--- config.mk ---
export PLATFORM = sky130hd
export DESIGN_NAME = clock_reset_sequencer
export DESIGN_NICKNAME = d
export VERILOG_FILES = /design/src/shared/seq_pkg.sv /design/src/clock_reset_sequencer.sv
export SDC_FILE = /design/constraint.sdc
export NUM_CORES = 1
export LEC_CHECK = 0
export ABC_AREA = 0
export BUFFER_PORTS_ARGS = -buffer_cell sky130_fd_sc_hd__buf_4
export CAP_MARGIN = 20
export CORE_UTILIZATION = 60
export DETAILED_ROUTE_END_ITERATION = 10
export PLACE_DENSITY = 0.81
export SETUP_SLACK_MARGIN = 0.05
export SKIP_LAST_GASP = 1
export SYNTH_ARGS = -nofsm -noshare
export SYNTH_HDL_FRONTEND = slang
export SYNTH_SLANG_ARGS = --single-unit
--- constraint.sdc ---
create_clock -name clk -period 3.34 [get_ports clk]
set_input_delay 0.501 -clock clk [delete_from_list [all_inputs] [get_ports clk]]
set_output_delay 0.501 -clock clk [all_outputs]
set_load 0.005 [all_outputs]
--- src/shared/seq_pkg.sv ---
// Constants for the clock and reset sequencer.
package seq_pkg;
   localparam int CLK_MHZ = 125;
   localparam int POR_TIME_US = 23000;
   localparam int PIN_TIME_US = 760;
   localparam int PHY_TIME_US = 110;
   localparam int VPHY_TIME_US = 1;
   localparam int BYTE_TWO_WIRE_US = 91;
   localparam int BYTE_THREE_WIRE_US = 28;
   localparam int SERIAL_RESET_US = 10;
   localparam int POR_CYCLES = POR_TIME_US * CLK_MHZ;
   localparam int PIN_CYCLES = PIN_TIME_US * CLK_MHZ;
   localparam int PHY_CYCLES = PHY_TIME_US * CLK_MHZ;
   localparam int VPHY_CYCLES = VPHY_TIME_US * CLK_MHZ;
   localparam int BYTE_TWO_WIRE_CYCLES = BYTE_TWO_WIRE_US * CLK_MHZ;
   localparam int BYTE_THREE_WIRE_CYCLES = BYTE_THREE_WIRE_US * CLK_MHZ;
   localparam int SERIAL_RESET_CYCLES = SERIAL_RESET_US * CLK_MHZ;
   localparam int MAX_BYTES_TWO_WIRE = 65536;
   localparam int MAX_BYTES_THREE_WIRE = 2048;
   localparam logic [31:0] BYTE_ORDER_PATTERN = 32'h87654321;
   localparam logic [31:0] BYTE_ORDER_INVALID = 32'h00000000;
   localparam int TIMER_DIV = 125;
   localparam int STRAP_W = 8;
   localparam int IMMUNE_W = 8;
   localparam int CNT_W = 32;
   typedef enum logic [2:0] {S_CHIP, S_SERIAL, S_BASE, S_LOAD, S_READY} seq_state_e;
endpackage : seq_pkg

--- src/clock_reset_sequencer.sv ---
// Clock and reset sequencer: chip, digital and PHY resets with ready reporting.
`timescale 1ns/1ps
`default_nettype none
module clock_reset_sequencer
   import seq_pkg::*;
#(
   parameter int POR_CNT = POR_CYCLES,
   parameter int PIN_CNT = PIN_CYCLES,
   parameter int PHY_CNT = PHY_CYCLES,
   parameter int VPHY_CNT = VPHY_CYCLES,
   parameter int SERIAL_CNT = SERIAL_RESET_CYCLES,
   parameter int BYTE2_CNT = BYTE_TWO_WIRE_CYCLES,
   parameter int BYTE3_CNT = BYTE_THREE_WIRE_CYCLES
) (
   input wire logic clk,
   input wire logic rstn,
   input wire logic ext_reset_pin_n,
   input wire logic [STRAP_W-1:0] strap_pins,
   input wire logic eeprom_three_wire,
   input wire logic [16:0] eeprom_byte_count,
   input wire logic digital_reset_req,
   input wire logic port_one_phy_reset_req,
   input wire logic port_two_phy_reset_req,
   input wire logic virtual_phy_reset_req,
   input wire logic write_req,
   input wire logic [IMMUNE_W-1:0] immune_wdata,
   output logic [STRAP_W-1:0] strap_latched,
   output logic eeprom_load_start,
   output logic eeprom_loading,
   output logic [31:0] byte_order_value,
   output logic ready,
   output logic write_accepted,
   output logic [IMMUNE_W-1:0] soft_reset_immune_bits,
   output logic chip_domain_rst_n,
   output logic digital_domain_rst_n,
   output logic serial_domain_rst_n,
   output logic port_one_phy_rst_n,
   output logic port_two_phy_rst_n,
   output logic virtual_phy_rst_n,
   output logic port_one_phy_reset_bit,
   output logic port_two_phy_reset_bit,
   output logic virtual_phy_reset_bit,
   output logic timer_tick,
   output logic free_run_tick
);
   // Every phase needs a cycle, and the base phase must outlast the serial phase it includes.
   if (POR_CNT <= SERIAL_CNT || PIN_CNT <= SERIAL_CNT || PHY_CNT < 1 || VPHY_CNT < 1 || SERIAL_CNT < 1
       || BYTE2_CNT < 1 || BYTE3_CNT < 1) begin : g_bad_counts
      $error("Sequencer counts must be positive and base counts above the serial count.");
   end

   logic pin_s1_reg, pin_s2_reg;
   logic [STRAP_W-1:0] strap_s1_reg, strap_s2_reg;
   seq_state_e state_reg, state_next;
   logic [CNT_W-1:0] cnt_reg, cnt_next;
   logic [16:0] bytes_reg, bytes_next;
   logic pin_cause_reg, pin_cause_next;
   logic [STRAP_W-1:0] strap_reg, strap_next;
   logic [IMMUNE_W-1:0] immune_reg, immune_next;
   logic start_reg, start_next;
   logic [CNT_W-1:0] p1_cnt_reg, p1_cnt_next, p2_cnt_reg, p2_cnt_next, vp_cnt_reg, vp_cnt_next;
   logic [7:0] tdiv_reg, tdiv_next;
   logic tick_reg, tick_next;
   logic [1:0] free_reg, free_next;

   // Counter load helper shared by every timed phase.
   function automatic logic [CNT_W-1:0] cyc(input int n);
      cyc = CNT_W'(n - 1);
   endfunction : cyc

   // Pin synchroniser resets to the pulled-up idle level, so power-on is not mistaken for a pin reset.
   always_ff @(posedge clk or negedge rstn) begin
      if (!rstn) begin
         pin_s1_reg <= 1'b1;
         pin_s2_reg <= 1'b1;
      end else begin
         pin_s1_reg <= ext_reset_pin_n;
         pin_s2_reg <= pin_s1_reg;
      end
   end

   // Strap synchroniser has no reset, so the straps are settled before power-on reset releases.
   always_ff @(posedge clk) begin
      strap_s1_reg <= strap_pins;
      strap_s2_reg <= strap_s1_reg;
   end

   always_comb begin
      state_next = state_reg;
      cnt_next = cnt_reg;
      bytes_next = bytes_reg;
      pin_cause_next = pin_cause_reg;
      strap_next = strap_reg;
      immune_next = immune_reg;
      start_next = 1'b0;
      if (!pin_s2_reg) begin
         state_next = S_CHIP;
         pin_cause_next = 1'b1;
         cnt_next = '0;
         // Only chip reset clears immune bits
         immune_next = '0;
      end else begin
         case (state_reg)
            S_CHIP: begin
               strap_next = strap_s2_reg;
               state_next = S_SERIAL;
               cnt_next = cyc(SERIAL_CNT);
            end
            S_SERIAL: begin
               if (cnt_reg == '0) begin
                  state_next = S_BASE;
                  cnt_next = pin_cause_reg ? cyc(PIN_CNT - SERIAL_CNT) : cyc(POR_CNT - SERIAL_CNT);
               end else begin
                  cnt_next = cnt_reg - 1'b1;
               end
            end
            S_BASE: begin
               if (cnt_reg == '0) begin
                  start_next = 1'b1;
                  state_next = S_LOAD;
                  if (eeprom_three_wire && eeprom_byte_count > 17'(MAX_BYTES_THREE_WIRE)) begin
                     bytes_next = 17'(MAX_BYTES_THREE_WIRE);
                  end else if (eeprom_byte_count > 17'(MAX_BYTES_TWO_WIRE)) begin
                     bytes_next = 17'(MAX_BYTES_TWO_WIRE);
                  end else begin
                     bytes_next = eeprom_byte_count;
                  end
                  cnt_next = eeprom_three_wire ? cyc(BYTE3_CNT) : cyc(BYTE2_CNT);
               end else begin
                  cnt_next = cnt_reg - 1'b1;
               end
            end
            S_LOAD: begin
               if (bytes_reg == '0) begin
                  state_next = S_READY;
               end else if (cnt_reg == '0) begin
                  bytes_next = bytes_reg - 1'b1;
                  cnt_next = eeprom_three_wire ? cyc(BYTE3_CNT) : cyc(BYTE2_CNT);
               end else begin
                  cnt_next = cnt_reg - 1'b1;
               end
            end
            default: begin
               if (write_req) begin
                  immune_next = immune_wdata;
               end
               if (digital_reset_req) begin
                  state_next = S_SERIAL;
                  pin_cause_next = 1'b1;
                  cnt_next = cyc(SERIAL_CNT);
               end
            end
         endcase
      end
   end

   always_ff @(posedge clk or negedge rstn) begin
      if (!rstn) begin
         state_reg <= S_CHIP;
         cnt_reg <= '0;
         bytes_reg <= '0;
         pin_cause_reg <= 1'b0;
         strap_reg <= '0;
         immune_reg <= '0;
         start_reg <= 1'b0;
      end else begin
         state_reg <= state_next;
         cnt_reg <= cnt_next;
         bytes_reg <= bytes_next;
         pin_cause_reg <= pin_cause_next;
         strap_reg <= strap_next;
         immune_reg <= immune_next;
         start_reg <= start_next;
      end
   end

   // PHY single-module resets; a new request restarts its own timer only.
   always_comb begin
      p1_cnt_next = p1_cnt_reg;
      p2_cnt_next = p2_cnt_reg;
      vp_cnt_next = vp_cnt_reg;
      if (state_reg == S_CHIP || !pin_s2_reg) begin
         p1_cnt_next = cyc(PHY_CNT);
         p2_cnt_next = cyc(PHY_CNT);
         vp_cnt_next = cyc(VPHY_CNT);
      end else begin
         if (port_one_phy_reset_req && state_reg == S_READY) begin
            p1_cnt_next = cyc(PHY_CNT) + 1'b1;
         end else if (p1_cnt_reg != '0) begin
            p1_cnt_next = p1_cnt_reg - 1'b1;
         end
         if (port_two_phy_reset_req && state_reg == S_READY) begin
            p2_cnt_next = cyc(PHY_CNT) + 1'b1;
         end else if (p2_cnt_reg != '0) begin
            p2_cnt_next = p2_cnt_reg - 1'b1;
         end
         if (virtual_phy_reset_req && state_reg == S_READY) begin
            vp_cnt_next = cyc(VPHY_CNT) + 1'b1;
         end else if (vp_cnt_reg != '0) begin
            vp_cnt_next = vp_cnt_reg - 1'b1;
         end
      end
      tick_next = (tdiv_reg == 8'(TIMER_DIV - 1));
      tdiv_next = tick_next ? 8'h00 : tdiv_reg + 8'h01;
      free_next = free_reg + 2'h1;
   end

   always_ff @(posedge clk or negedge rstn) begin
      // PHYs stay in reset while power-on reset is held.
      if (!rstn) begin
         p1_cnt_reg <= CNT_W'(PHY_CNT);
         p2_cnt_reg <= CNT_W'(PHY_CNT);
         vp_cnt_reg <= CNT_W'(VPHY_CNT);
         tdiv_reg <= 8'h00;
         tick_reg <= 1'b0;
         free_reg <= 2'h0;
      end else begin
         p1_cnt_reg <= p1_cnt_next;
         p2_cnt_reg <= p2_cnt_next;
         vp_cnt_reg <= vp_cnt_next;
         tdiv_reg <= tdiv_next;
         tick_reg <= tick_next;
         free_reg <= free_next;
      end
   end

   assign chip_domain_rst_n = (state_reg != S_CHIP);
   assign serial_domain_rst_n = (state_reg != S_CHIP) && (state_reg != S_SERIAL);
   assign digital_domain_rst_n = serial_domain_rst_n;
   assign port_one_phy_rst_n = (p1_cnt_reg == '0);
   assign port_two_phy_rst_n = (p2_cnt_reg == '0);
   assign virtual_phy_rst_n = (vp_cnt_reg == '0);
   assign port_one_phy_reset_bit = (p1_cnt_reg != '0);
   assign port_two_phy_reset_bit = (p2_cnt_reg != '0);
   assign virtual_phy_reset_bit = (vp_cnt_reg != '0);
   assign byte_order_value = serial_domain_rst_n ? BYTE_ORDER_PATTERN : BYTE_ORDER_INVALID;
   assign ready = (state_reg == S_READY);
   assign write_accepted = ready && write_req;
   assign eeprom_load_start = start_reg;
   assign eeprom_loading = (state_reg == S_LOAD);
   assign strap_latched = strap_reg;
   assign soft_reset_immune_bits = immune_reg;
   // Clocks come from base PLL outside
   assign timer_tick = tick_reg;
   assign free_run_tick = free_reg[1];
endmodule : clock_reset_sequencer
`default_nettype wire

==> summary.md <==
| Metric | Value |
|---|---|
| Critical path type | register to register |
| Crit-path max FO | 10 |
| Synth Instances | 1121 |
| Status | complete, no violations |
| Asr flop ratio synth | 91.8% |
| Pin count of the biggest net entering global routing | 89 |
| IR drop worst, VDD | 0.362 mV |
| Final nets | 1255 |
| Number of routed nets with antenna violations | 0 |
| Vias per cell | 6.02 |
| Pwr dens | 465 nW/um2 |
| Share of post-route cells with drive strength above 1 | 17.0% |
| Worst Skew | 0.0139 ns |
| Post-synthesis sequential area ratio | 47.2% |
| Hold_ws | 0.160 ns |
| Top FF cell, synth | dfrtp_1 |
| Post-detail-place hpwl | 16000 um |
| Leak | 5.01 nW |
| CTS HTree Levels | 4 |
| Total GRT Usage | 27.0% |
| Number of global-route vias before repair | 8055 |
| Worst hold-check path type | primary input to async pin |
| Grt total ovfl | 0 |
| Post-route setup TNS | 0 ns |
| Buffers on Ports | 85 |
| Design Power | 0.00543 W |
| Slew @ Worst Pin | 0.869 ns |
| Fmax achieved | 321 MHz |
| Clock-pin slew on the worst setup and hold paths | 0.08 ns |
| Yosys reg bits | 195 |
| Post-synth EDFFs | 0 |
| Yosys cell types | 72 |
| Average wire per standard cell | 16.1 um |
| CP Capture Type | register |
| Clk buf depth | 2 |
| Mapped Area | 10200 um2 |
| Most frequent cells in the layout | dfrtp_1, nor2_1, buf_4, nand2_1, a21oi_1 |
| CTS tree | yes |
| Post-layout min period | 3.12 ns |
| Clk_lat worst skew | 0.44 ns |
| DIE WIDTH | 133 um |
| Area grow syn2layout | 14.1% |
| Fin crit share | 93.3% |
| Drt drc | 0 |
| GP Congestion | 0.882 |
| First-pass GRT wire length | 38600 um |
| FP Rows | 47 |
| DIE AREA | 17600 um2 |
| Core area | 16600 um2 |
| Die span in y | 133 um |
| Hold-fix buffers, CTS | 0 |
| Antenna cells | 0 |
| Initial antenna violation count | 0 |
| Clk root buf | clkbuf_16 |
| Slew headroom | 41.9% |
| Most common cell after layout, fill and taps aside | dfrtp_1 |
| # setup viols final | 0 |
| Mean Syn Cell Area | 9.13 um2 |
| Max-cap viol count | 0 |
| Filler cells | 1276 |
| Sink Count | 195 |
| RSZ-0062 raised after global routing | false |
| DR vias | 8644 |
| Initial Util | 61.5% |
| Final Hold Vio Count | 0 |
| Critical path arrival | 3.47 ns |
| Max-slew violations | 0 |
| Crit path launch type | register |
| Initial drt markers | 691 |
| Synth warn | 0 |
| Critical Path RT | 3.69 ns |
| Final wirelength | 23100 um |
| Total CTS buffers | 17 |
| I/O pin total | 105 |
| First drt pass iteration count | 5 |
[critical path, stage by stage, from the launching register on]
cell and delay [ns]:
dfrtp_1 0.44, inv_1 0.08, ha_1 0.19, or4b_1 0.52, nand2b_1 0.29, or4_1 0.76, nor3b_4 0.40, o21ai_1 0.18
o21ai_1 0.17
[where the power goes]
part           switching (W)  leakage, nW  internal (W)  total, W
registers           0.000122         2.40       0.00248   0.00260
clock network       0.000934        0.281       0.00102   0.00195
logic               0.000515         2.33      0.000357  0.000873
total                0.00157         5.01       0.00386   0.00543
[per-stage QoR]
| stage | worst slack (ns) | cells | utilization (%) | cell area (um2) |
|---|---|---|---|---|
| 6_report | 0.223 | 1436 | 70.2 | 11700 |
| 5_1_grt | 0.0517 | 1436 | 70.2 | 11700 |
| 3_5_place_dp | 0.291 | 1402 | 66.5 | 11100 |
| 3_3_place_gp | 0.389 | 1402 | 66.5 | 11100 |
| 2_1_floorplan | 0.729 | 1139 | - | 10300 |
| 4_1_cts | 0.0556 | 1434 | 70.0 | 11600 |
[per-layer routing]
layer	global-route usage [%]	vias to the layer above	share of wire (%)
met5	0	-	0
met4	9.00	0	1.9
met3	5.59	36	6.1
met2	42.6	290	47
met1	37.3	4143	45
li1	-	4175	-
[synth_stat cells (all sizes together), types with 4 or more instances]
library cell / n / area share (%)
dfrtp: 153 / 37
nor2: 132 / 4.8
nand2: 90 / 3.3
a21oi: 84 / 4.1
o21ai: 63 / 3.1
nor3: 53 / 2.6
nand3: 46 / 2.3
xnor2: 44 / 3.8
buf: 41 / 2.8
nor4: 40 / 2.7
clkbuf: 33 / 1.2
or4: 29 / 2.3
xor2: 27 / 2.3
dfstp: 26 / 6.7
inv: 26 / 0.95
or3: 23 / 1.4
nand4: 17 / 1.0
dfxtp: 16 / 3.1
a31oi: 15 / 0.92
and3: 14 / 0.86
nor3b: 14 / 1.1
ha: 10 / 1.2
nand2b: 10 / 0.61
a211oi: 8 / 0.59
mux2: 8 / 0.88
nand4b: 8 / 0.68
nand3b: 7 / 0.51
o31ai: 7 / 0.56
and2: 6 / 0.37
a31o: 5 / 0.43
nor4b: 5 / 0.43
o22a: 5 / 0.43
a311oi: 4 / 0.34
nor2b: 4 / 0.24
o211ai: 4 / 0.29
[worst paths after layout]
kind,cells past startpoint,slack (ns),to,from
hold / removal,1,0.16,p2_cnt_reg[19]$_DFFE_PN0P_,rstn
max in group asynchronous,2,2.39,vp_cnt_reg[2]$_DFFE_PN1P_,rstn
setup reg to reg,8,0.22,bytes_reg[13]$_DFFE_PN0P_,cnt_reg[0]$_DFFE_PN0P_
setup / recovery,8,0.22,bytes_reg[13]$_DFFE_PN0P_,cnt_reg[0]$_DFFE_PN0P_
min in group clk,1,0.17,strap_s1_reg[0]$_DFF_P_,strap_pins[0]
hold reg to reg,0,0.33,strap_s2_reg[1]$_DFF_P_,strap_s1_reg[1]$_DFF_P_
[repair_timing]
item | 4_1_cts | 5_1_grt
buffers inserted | 0 | 2
setup endpoints to repair | 0 | 6
resized for setup | 0 | 3
[kinds of logic (layout without fill, tap and decap cells)]
logic type / Yosys count / count (layout) / share of synthesized area, %
buffers and inverters: 101 / 178 / 4.98
XOR/XNOR: 71 / 71 / 6.08
multiplexers: 11 / 11 / 1.17
AO/OA/AOI/OAI: 227 / 227 / 13.4
AND/OR/NAND/NOR: 505 / 505 / 25.9
other: 1 / 19 / 0.0367
flip-flops: 195 / 195 / 47.2
adder cells (fa/ha/maj): 10 / 10 / 1.22
[area by class of cell]
cell class,count,area (um2),share of cell area [%]
clock inverter,14,119,1.02
sequential,195,4830,41.4
tap,220,275,2.36
timing repair buffer,119,922,7.90
clock buffer,18,450,3.86
inverter,27,101,0.868
multi-input combinational,843,4970,42.6
Power figures use the tool's default switching activity.
